==> src/hdl/swb_pkg.sv <==
// Shared types, codes and reset values of the endian byte swapper.
package swb_pkg;

    // Swap mode codes as held by the swap_mode_select_register field.
    typedef enum logic [1:0] {
        SWB_MODE_NONE = 2'h0,
        SWB_MODE_BYTE = 2'h1,
        SWB_MODE_WORD = 2'h2,
        SWB_MODE_LONG = 2'h3
    } swb_mode_t;

    // Transfer length code: number of bytes minus one.
    typedef enum logic [1:0] {
        SWB_LEN_1 = 2'h0,
        SWB_LEN_2 = 2'h1,
        SWB_LEN_3 = 2'h2,
        SWB_LEN_4 = 2'h3
    } swb_len_t;

    // Transfer direction.
    typedef enum logic {
        SWB_DIR_VME_TO_HOST = 1'b0,
        SWB_DIR_HOST_TO_VME = 1'b1
    } swb_dir_t;

    // Registered state of the swapper output stage.
    typedef struct packed {
        logic [31:0] data;
        logic [3:0]  be;
        logic        valid;
        logic        err;
    } swb_state_t;

    localparam logic [31:0] SWB_RST_DATA  = 32'h0000_0000;
    localparam logic [3:0]  SWB_RST_BE    = 4'h0;
    localparam logic        SWB_RST_VALID = 1'b0;
    localparam logic        SWB_RST_ERR   = 1'b0;
    localparam int          SWB_LATENCY   = 1;
    // Highest VME lane index, the lane carrying D31..D24.
    localparam logic [1:0]  SWB_TOP_LANE  = 2'h3;

    // Host byte address k holds the VME byte at address k xor mode.
    function automatic logic [1:0] swb_perm(input logic [1:0] k, input logic [1:0] mode);
        swb_perm = k ^ mode;
    endfunction : swb_perm

    // VME lane that carries byte address k for a transfer of length len.
    function automatic logic [1:0] swb_vlane(input logic [1:0] k, input logic [1:0] len);
        if (len == SWB_LEN_3 || len == SWB_LEN_4)
            swb_vlane = SWB_TOP_LANE - k;
        else
            swb_vlane = {1'b0, ~k[0]};
    endfunction : swb_vlane

endpackage : swb_pkg

==> src/hdl/swb_lane_if.sv <==
// Carrier between the swapper core and one byte-lane selector.
`timescale 1ns/100ps
interface swb_lane_if;
    logic [31:0] src;
    logic [1:0]  sel;
    logic [7:0]  byte_v;

    modport mux  (input src, input sel, output byte_v);
    modport user (output src, output sel, input byte_v);
endinterface : swb_lane_if

==> src/hdl/swb_lane_mux.sv <==
// One output byte lane: picks one of the four source lanes.
`timescale 1ns/100ps
module swb_lane_mux (
    swb_lane_if.mux lane
);
    import swb_pkg::*;

    // Plain four-way byte select; lane 0 is bits 7..0.
    always_comb
    begin
        case (lane.sel)
            2'h0:    lane.byte_v = lane.src[7:0];
            2'h1:    lane.byte_v = lane.src[15:8];
            2'h2:    lane.byte_v = lane.src[23:16];
            2'h3:    lane.byte_v = lane.src[31:24];
            default: lane.byte_v = 8'h00;
        endcase
    end
endmodule : swb_lane_mux

==> src/hdl/swb_top.sv <==
// Byte-lane swapping datapath between a big endian VME side and a little endian host side.
`timescale 1ns/100ps

module swb_top (
    input  wire logic             mclk_i,
    input  wire logic             resetn_i,
    input  wire logic             in_valid_i,
    input  wire swb_pkg::swb_dir_t  dir_i,
    input  wire swb_pkg::swb_mode_t swap_mode_select_register_i,
    input  wire swb_pkg::swb_len_t  len_i,
    input  wire logic [1:0]       addr_i,
    input  wire logic [31:0]      data_i,
    input  wire logic [3:0]       be_i,
    output logic                  out_valid_o,
    output logic [31:0]           data_o,
    output logic [3:0]            be_o,
    output logic                  err_o
);
    import swb_pkg::*;

    // How the lane maps come together.
    //
    // The datapath separates two questions that are easy to tangle.
    // The first is which VME byte address belongs to which host byte address.
    // That depends only on the swap mode and is a plain xor of the two low
    // address bits with the mode code.
    // The second is on which physical VME lane a given VME byte address travels.
    // That depends only on the transfer length and the byte address.
    // Keeping the two apart means one small function per question, and no
    // sixteen-entry table per mode that would have to be kept consistent by hand.
    //
    // Host to VME byte address, per mode (host address h):
    //   mode 0: h        character strings keep their order.
    //   mode 1: h xor 1  bytes exchanged inside each word.
    //   mode 2: h xor 2  words exchanged inside the longword.
    //   mode 3: h xor 3  full reversal of the longword.
    //
    // The VME lane of VME byte address k:
    //   three or four bytes: lane 3 - k, the longword layout.
    //   one or two bytes:    lane 1 for even k, lane 0 for odd k.
    //
    // The host lane of host byte address h is always lane h.
    // That is what makes the host side independent of the length.
    //
    // Limitation: a transfer may not cross a longword.
    // A span that does is refused with the error flag and no lane enabled,
    // because writing part of it would leave memory half updated.
    //
    // Trade-off: the whole map is combinational in front of one register.
    // That costs a little depth in the lane select path but gives a fixed
    // latency of one cycle, which keeps the far side simple.
    //
    // Hazard: a lane that is not enabled in an accepted transfer is driven to zero, not left at its
    // old value, so a consumer that ignores the enables cannot pick up a byte
    // of an earlier transfer while out_valid_o is high; idle cycles hold the old data.
    //
    // Worked example, VME to host, four bytes at address 0, VME lanes
    // holding 01 23 45 67 from lane 3 down to lane 0:
    //   mode 0 gives 67 45 23 01 from host lane 3 down to lane 0.
    //   mode 1 gives 45 67 01 23.
    //   mode 2 gives 23 01 67 45.
    //   mode 3 gives 01 23 45 67.
    //
    // The same table read the other way serves host to VME, since the xor
    // map is its own inverse and the lane rule is applied on the VME side.

    // The lane logic is written for a longword of four byte lanes.
    if (SWB_TOP_LANE != 2'h3)
    begin : g_guard
        $error("swapper lane logic needs exactly four byte lanes");
    end

    swb_state_t  state_q;
    swb_state_t  state_d;
    logic [3:0]  addr_mask;
    logic [3:0]  lane_en;
    logic [1:0]  lane_sel [4];
    logic [7:0]  lane_byte [4];
    logic        span_err;
    logic [2:0]  end_addr;

    // The addressed span addr..addr+len must stay inside one longword.
    assign end_addr = {1'b0, addr_i} + {1'b0, len_i};
    assign span_err = end_addr[2];

    // Byte-address mask of the addressed bytes, by host or VME byte address.
    always_comb
    begin
        addr_mask = 4'h0;
        for (int k = 0; k < 4; k++)
        begin
            if (!span_err && (k[2:0] >= {1'b0, addr_i}) && (k[2:0] <= end_addr))
                addr_mask[k] = 1'b1;
        end
    end

    // Per destination lane: which source lane feeds it and whether it is written.
    // Both directions share the xor permutation, which is its own inverse.
    always_comb
    begin
        logic [1:0] k;
        logic [1:0] src;
        k   = 2'h0;
        src = 2'h0;
        for (int l = 0; l < 4; l++)
        begin
            if (dir_i == SWB_DIR_VME_TO_HOST)
            begin
                // Host lane l is host byte address l, independent of length.
                k   = swb_perm(l[1:0], swap_mode_select_register_i);
                src = swb_vlane(k, len_i);
                lane_sel[l] = src;
                lane_en[l]  = be_i[src] & addr_mask[k];
            end
            else
            begin
                // VME lane l: find the VME byte address it carries for this length.
                if (len_i == SWB_LEN_3 || len_i == SWB_LEN_4)
                    k = SWB_TOP_LANE - l[1:0];
                else
                    k = {addr_i[1], ~l[0]};
                src = swb_perm(k, swap_mode_select_register_i);
                lane_sel[l] = src;
                // Upper VME lanes are idle on one and two byte transfers.
                lane_en[l]  = be_i[src] & addr_mask[k] &
                              ((len_i == SWB_LEN_3 || len_i == SWB_LEN_4) || !l[1]);
            end
        end
    end

    // Four lane selectors; mode 0 keeps addresses for strings, 1 flips within
    // words, 2 moves words, 3 reverses the longword.
    for (genvar g = 0; g < 4; g++)
    begin : g_lane
        swb_lane_if lane_bus ();
        assign lane_bus.src = data_i;
        assign lane_bus.sel = lane_sel[g];
        assign lane_byte[g] = lane_bus.byte_v;
        swb_lane_mux u_mux (
            .lane (lane_bus)
        );
    end

    // Next state: one registered stage; disabled lanes of a valid input read as zero so stale
    // bytes never leak into a valid answer; idle cycles keep the last data with no enables.
    always_comb
    begin
        state_d       = state_q;
        state_d.valid = in_valid_i;
        if (in_valid_i)
        begin
            for (int l = 0; l < 4; l++)
                state_d.data[l*8 +: 8] = lane_en[l] ? lane_byte[l] : 8'h00;
            state_d.be  = lane_en;
            state_d.err = span_err;
        end
        else
        begin
            state_d.be  = SWB_RST_BE;
            state_d.err = SWB_RST_ERR;
        end
    end

    // State register.
    always_ff @(posedge mclk_i or negedge resetn_i)
    begin
        if (!resetn_i)
        begin
            state_q.data  <= SWB_RST_DATA;
            state_q.be    <= SWB_RST_BE;
            state_q.valid <= SWB_RST_VALID;
            state_q.err   <= SWB_RST_ERR;
        end
        else
        begin
            state_q <= state_d;
        end
    end

    assign out_valid_o = state_q.valid;
    assign data_o      = state_q.data;
    assign be_o        = state_q.be;
    assign err_o       = state_q.err;

endmodule : swb_top

==> config.mk <==
export PLATFORM = sky130hd
export DESIGN_NAME = swb_top
export DESIGN_NICKNAME = d
export VERILOG_FILES = /design/src/hdl/swb_pkg.sv /design/src/hdl/swb_lane_if.sv /design/src/hdl/swb_lane_mux.sv /design/src/hdl/swb_top.sv
export SDC_FILE = /design/constraint.sdc
export NUM_CORES = 1
export LEC_CHECK = 0
export ABC_AREA = 1
export ABC_CLOCK_PERIOD_IN_PS = 1700
export BUFFER_PORTS_ARGS = -buffer_cell sky130_fd_sc_hd__buf_2
export CAP_MARGIN = 30
export CORE_MARGIN = 2
export CORE_UTILIZATION = 58
export CTS_CLUSTER_SIZE = 20
export DETAILED_ROUTE_END_ITERATION = 8
export HOLD_SLACK_MARGIN = 0.08
export PLACE_DENSITY = 0.92
export SLEW_MARGIN = 10
export SYNTH_ARGS = -nofsm -noshare
export SYNTH_HDL_FRONTEND = slang
export SYNTH_SLANG_ARGS = --single-unit
export TNS_END_PERCENT = 1
==> constraint.sdc <==
create_clock -name mclk_i -period 1.7 [get_ports mclk_i]
set_input_delay 0.085 -clock mclk_i [delete_from_list [all_inputs] [get_ports mclk_i]]
set_output_delay 0.085 -clock mclk_i [all_outputs]
set_load 0.02 [all_outputs]
# After elaboration in Yosys (flattened, before gate mapping)
# Index checks and enable logic that the tools add are counted.
[classes]
addsub = 5
n_lt_le_gt_ge = 23
eq_ne = 14
mux = 70
bitwise = 18
reduce_logical = 13
[ops]
columns = ["op", "n"]
rows = [
  ["$pmux 8 s4", 4],
  ["$lt 2x3->1 const B", 16],
  ["$mux 2", 20],
  ["$bmux 1 s2", 16],
  ["$mux 8", 4],
  ["$mux 1", 25],
  ["$eq 2x2->1 const B", 10],
  ["$and 1x1->1", 10],
  ["$eq 2x1->1 const B", 4],
  ["$logic_not 2->1", 4],
  ["$sub 2x2->2 const A", 4],
  ["$xor 2x2->2", 4],
  ["$logic_and 1x1->1", 7],
  ["$le 1x3->1 const A", 2],
  ["$le 2x3->1 const A", 2],
  ["$ge 1x2->1 const A", 2],
  ["$mux 4", 1],
  ["$add 2x2->3", 1],
  ["$not 1->1", 3],
  ["$ge 2x2->1 const A", 1],
  ["$not 2->2", 1],
  ["$logic_not 1->1", 1],
  ["$logic_or 1x1->1", 1],
]
[word_totals]
regBits = 38
input_bits = 46
out_inout_bits = 38
word_cells = 147

# Longest topological paths before layout
[depth]
word_depth = 11
depth_mapped = 13
ltp_nobuf = 12

# Cells and area by module
# From an unflattened synthesis, not the netlist that was laid out.
[unflattened]
hier_cells = 464
area_unflattened_um2 = 3170.5
[modules_own_cells]
columns = ["mod", "n_inst", "cells_each", "area_each_um2", "seq_area_each_um2"]
rows = [
  ["swb_top", 1, 276, 2114.5, 950.9],
  ["swb_lane_mux", 4, 47, 264.0, 0.0],
]

# Worst setup path before layout
# OpenSTA, ideal clock, no wires.
[synth_path]
path_type = "input to register"
from = "input port len_i[0]"
to = "register state_q (netlist bit data_o[16])"
setup_time_ns = 0.066
arrival_time_ns = 1.577
t_required_ns = 1.634
setup_slack_ns = 0.057
stages = 10
n_path_buf = 0
cell_sequence = "ha_1 > fa_1 > inv_1 > nand2_1 > nand2_1 > nand2_1 > nand3_1 > a21oi_4 > nand2_1 > nand2_1"
[synth_via]
elab_chain_len = 11
word_cells_on_any_way = 44
cone_classes = "add/sub (1); order compare (4); eq/ne (5); mux (20); bitwise (4); reduce/logical (10)"
[synth_lines]
columns = ["element", "line_no", "rtl"]
rows = [
  ["start, declared", "swb_top.sv:10", "input wire swb_pkg::swb_len_t len_i,"],
  ["parallel branches: the longest is 10 deep, another holds $add 2x2->3", "n/a", ""],
  ["$mux 8 (*)", "swb_top.sv:153", "state_d.data[l*8 +: 8] = lane_en[l] ? lane_byte[l] : 8'h00;"],
  ["end signal, assigned", "swb_top.sv:176", "state_q <= state_d;"],
  ["end, declared", "swb_top.sv:73", "swb_state_t state_q;"],
]
# Mark *: on every way between the ends. The select of a mux whose other input is x is not followed.
# A chain may end at the register's enable or synchronous reset.

# Worst setup path in the final report
[layout_path]
from = "input port addr_i[0]"
to = "register state_q (netlist bit data_o[16])"
[layout_via]
elab_chain_len = 11
word_cells_on_any_way = 29
cone_classes = "add/sub (1); order compare (7); mux (10); bitwise (3); reduce/logical (8)"
[layout_lines]
columns = ["element", "line_no", "rtl"]
rows = [
  ["start, declared", "swb_top.sv:11", "input wire logic [1:0] addr_i,"],
  ["parallel branches: the longest is 9 deep, another holds $add 2x2->3", "n/a", ""],
  ["$mux 1 (*)", "swb_top.sv:107", "if (dir_i == SWB_DIR_VME_TO_HOST)"],
  ["$mux 8 (*)", "swb_top.sv:153", ""],
]
# Marked as above.

==> qor.yml <==
placed_design:
  place_inst: 644
  globalplace.congestion: 0.969
  dpl.hpwl_um: 7660
  port_buffers: 83
  dpl_worst_slack_ns: -0.295
clock_tree:
  clockBufferDepth: 2
  clock-sinks: 38
  cts_tree: "done"
  h-tree-depth: 2
  cts_inserted_buffers: 5
  ctsRootBufferMaster: "clkbuf_8"
  insertion_delay_ns: 0.28
  clkTransAtPathRegs_ns: 0.08
sta:
  fmax_mhz: 588
  worst_pin_slew_ns: 0.466
  min_period_ns: 1.70
  max-slew-margin-rel_pct: 68.9
  setup_viol: 0
  skew_ns: 0
  min_period_over_period_pct: 100
  setup_slack_ns: 0.000483
  maxSlewViolCount: 0
  finalHoldViolCount: 0
yosys:
  ys_types: 29
  syn_area_um2: 3200
  synthTopCellsByArea: "dfrtp_1, nand2_1, nand3_1, nand4_1, o21ai_1"
  syn_inst: 490
  ys_seq_area_share_pct: 29.7
  yosysWarnings: 0
  avgSynthCellArea_um2: 6.53
  synth.net_count: 540
  synth-seq-cells: 38
  netlist.area_leader.share_pct: 29.7
  synth_top_area_cell: "dfrtp_1"
floorplan:
  die_h_um: 78.3
  io_pins: 84
  start_util_pct: 59.2
  die_x_um: 78.3
  coreArea_um2: 5410
  dieArea_um2: 6130
  rows: 27
min_path:
  hold_class: "input port to flip-flop"
  worstHoldStart: "data_i[7]"
  holdPathStages: 5
  hold_path_end: "data_o[31]"
power:
  p_seq_share_pct: 38.6
  cellLeakagePower_nw: 2.16
  power.internal_mw: 1.58
  p_comb_share_pct: 38.9
  swShare_pct: 38.1
  p_switching_uw: 972
  max-vdd-ir-drop_mv: 0.563
  p_per_area_nw_per_um2: 643
  p_clk_share_pct: 22.5
global_route:
  grt_pass1_wl_um: 16400
  grt_usage_pct: 33.7
  grt_max_degree: 54
  grt_pass1_vias: 3575
  antenna_found_initial: 0
  grt_remaining_overflow: 0
run:
  maxCapViolations: 0
routing:
  drt_iter0_drc: 535
  wl_per_cell_um: 15.7
  drc: 0
  avgViaCountPerCell: 6.15
  wl_um: 10300
  dr.pass1.iters: 7
  ant_nets: 0
  vias: 4038
worst_setup_path:
  reg2reg_depth: 2
  rr_endpoint: "data_o[9]"
  rrSetupSlack_ns: 1.03
  cp_num_buf_inv: 3
  crit_path_start_kind: "input port"
  cp_data_required_time_ns: 1.92
  worst_ep_arrival_time_ns: 1.92
  crit-reg2reg-launch: "data_o[9]"
  worstPathCellList: "buf_2, ha_4, fa_2, buf_6, nand4_1, nand3_1, nand3_2, a21oi_4, buf_6, nand2_1, nand2_1"
  worst_path_max_delay_cell: "fa_2"
  crit_type: "input port to flip-flop"
  cp_max_fo: 6
  end_kind: "flip-flop"
  cp_top_family: "adder cells"
  crit_path_max_incr_delay_ns: 0.60
cells_and_area:
  layout_commonest_cell: "nand2_1"
  final_cell_mix: "nand2_1, buf_2, nand3_1"
  n_antenna_cell: 0
  postLayoutCoreUtil_pct: 73.4
  syn2layout_area_growth_pct: 23.9
  fin_cells: 657
  drive_above_1_share_pct: 26.0
  nets: 635
status:
  outcome: "finished clean"
## cell type report
type                            count  area [µm²]
Sequential cell                    38         951
Multi-Input combinational cell    386        1970
Inverter                           37         141
Clock inverter                      2        10.0
Fill cell                         440        1440
Clock buffer                        5        68.8
Timing Repair Buffer              117         737
Tap cell                           72        90.1
## sequential cells by signal, indices dropped and copies added, names as in the netlist
name / flops
data_o: 32
be_o: 4
err_o: 1
out_valid_o: 1
## through the flow
| stage | power, mW | area (µm²) | hold slack (ns) | setup TNS (ns) |
|---|---|---|---|---|
| floorplan | 1.58 | 3200 | -0.211 | 0 |
| global placement | 1.91 | 3800 | 0.0582 | -6.94 |
| detailed placement | 1.94 | 3800 | 0.0601 | -7.73 |
| CTS | 2.51 | 3900 | 0.200 | 0 |
| global route | 2.68 | 3970 | 0.233 | -0.227 |
| finish | 2.55 | 3970 | 0.202 | 0 |
## worst register-to-register path: cells and delay by family (launching register included)
family | cells | cell delay [ns]
flip-flops | 1 | 0.40
AO/OA/AOI/OAI | 1 | 0.07
AND/OR/NAND/NOR | 1 | 0.09
## per-layer routing
metal  global-route usage [%]  share of wire (%)  routed length [µm]
met1                     42.3                 38                3950
met2                     55.9                 47                4810
met5                        0                  0                   0
met4                     17.7                5.4                 560
met3                     5.40                9.7                1000
## synthesized netlist by cell type
cell type and instances:
dfrtp_1 38, nor2_1 5, o21ai_1 23, o211ai_1 15, ha_1 3, a21oi_1 5
nand2_4 3, inv_2 5, nor2_4 1, nand3_2 1, fa_1 1, buf_6 4
clkbuf_1 7, o21ai_2 1, clkinv_1 1, inv_1 30, buf_4 4, buf_1 1
o21ai_0 16, nor2_2 2, nand4_1 46, a21oi_2 1, a21oi_4 1, nand2_1 172
nand2_2 5, inv_4 1, nand3_4 3, buf_2 13, nand3_1 82
## power by group through the flow
stage          logic (mW)  registers, mW  clock network (mW)
6_report            0.994          0.984               0.574
5_1_grt              1.08          0.988               0.606
4_1_cts             0.946          0.983               0.578
3_5_place_dp        0.937          0.999                   0
3_3_place_gp        0.915          0.997                   0
2_1_floorplan       0.517           1.07                   0
## timing repair
| item | in CTS | in global routing |
|---|---|---|
| pin swaps | 0 | 3 |
| endpoints found under the setup margin | 3 | 31 |
| hold buffers | 2 | 0 |
| resized for setup | 2 | 12 |
| buffers inserted | 0 | 4 |
| endpoints found under the hold margin | 39 | 0 |
## logic make-up (layout without fill, tap and decap cells)
logic type,count (synthesis),after routing,share of synthesized area [%]
compound gates,62,62,11.5
fa+ha+maj,4,4,1.80
buf+inv,66,161,9.73
flops,38,38,29.7
simple gates,320,320,47.3
## worst max-delay path by stage
stage | start | endpoint | cells past startpoint
global placement | len_i[0] | data_o[17] | 11
finish | addr_i[0] | data_o[16] | 11
floorplan | len_i[0] | data_o[16] | 10
detailed placement | len_i[0] | data_o[12] | 11
CTS | len_i[0] | data_o[16] | 11
global route | addr_i[0] | data_o[16] | 11
(Power assumes the default switching activity.)
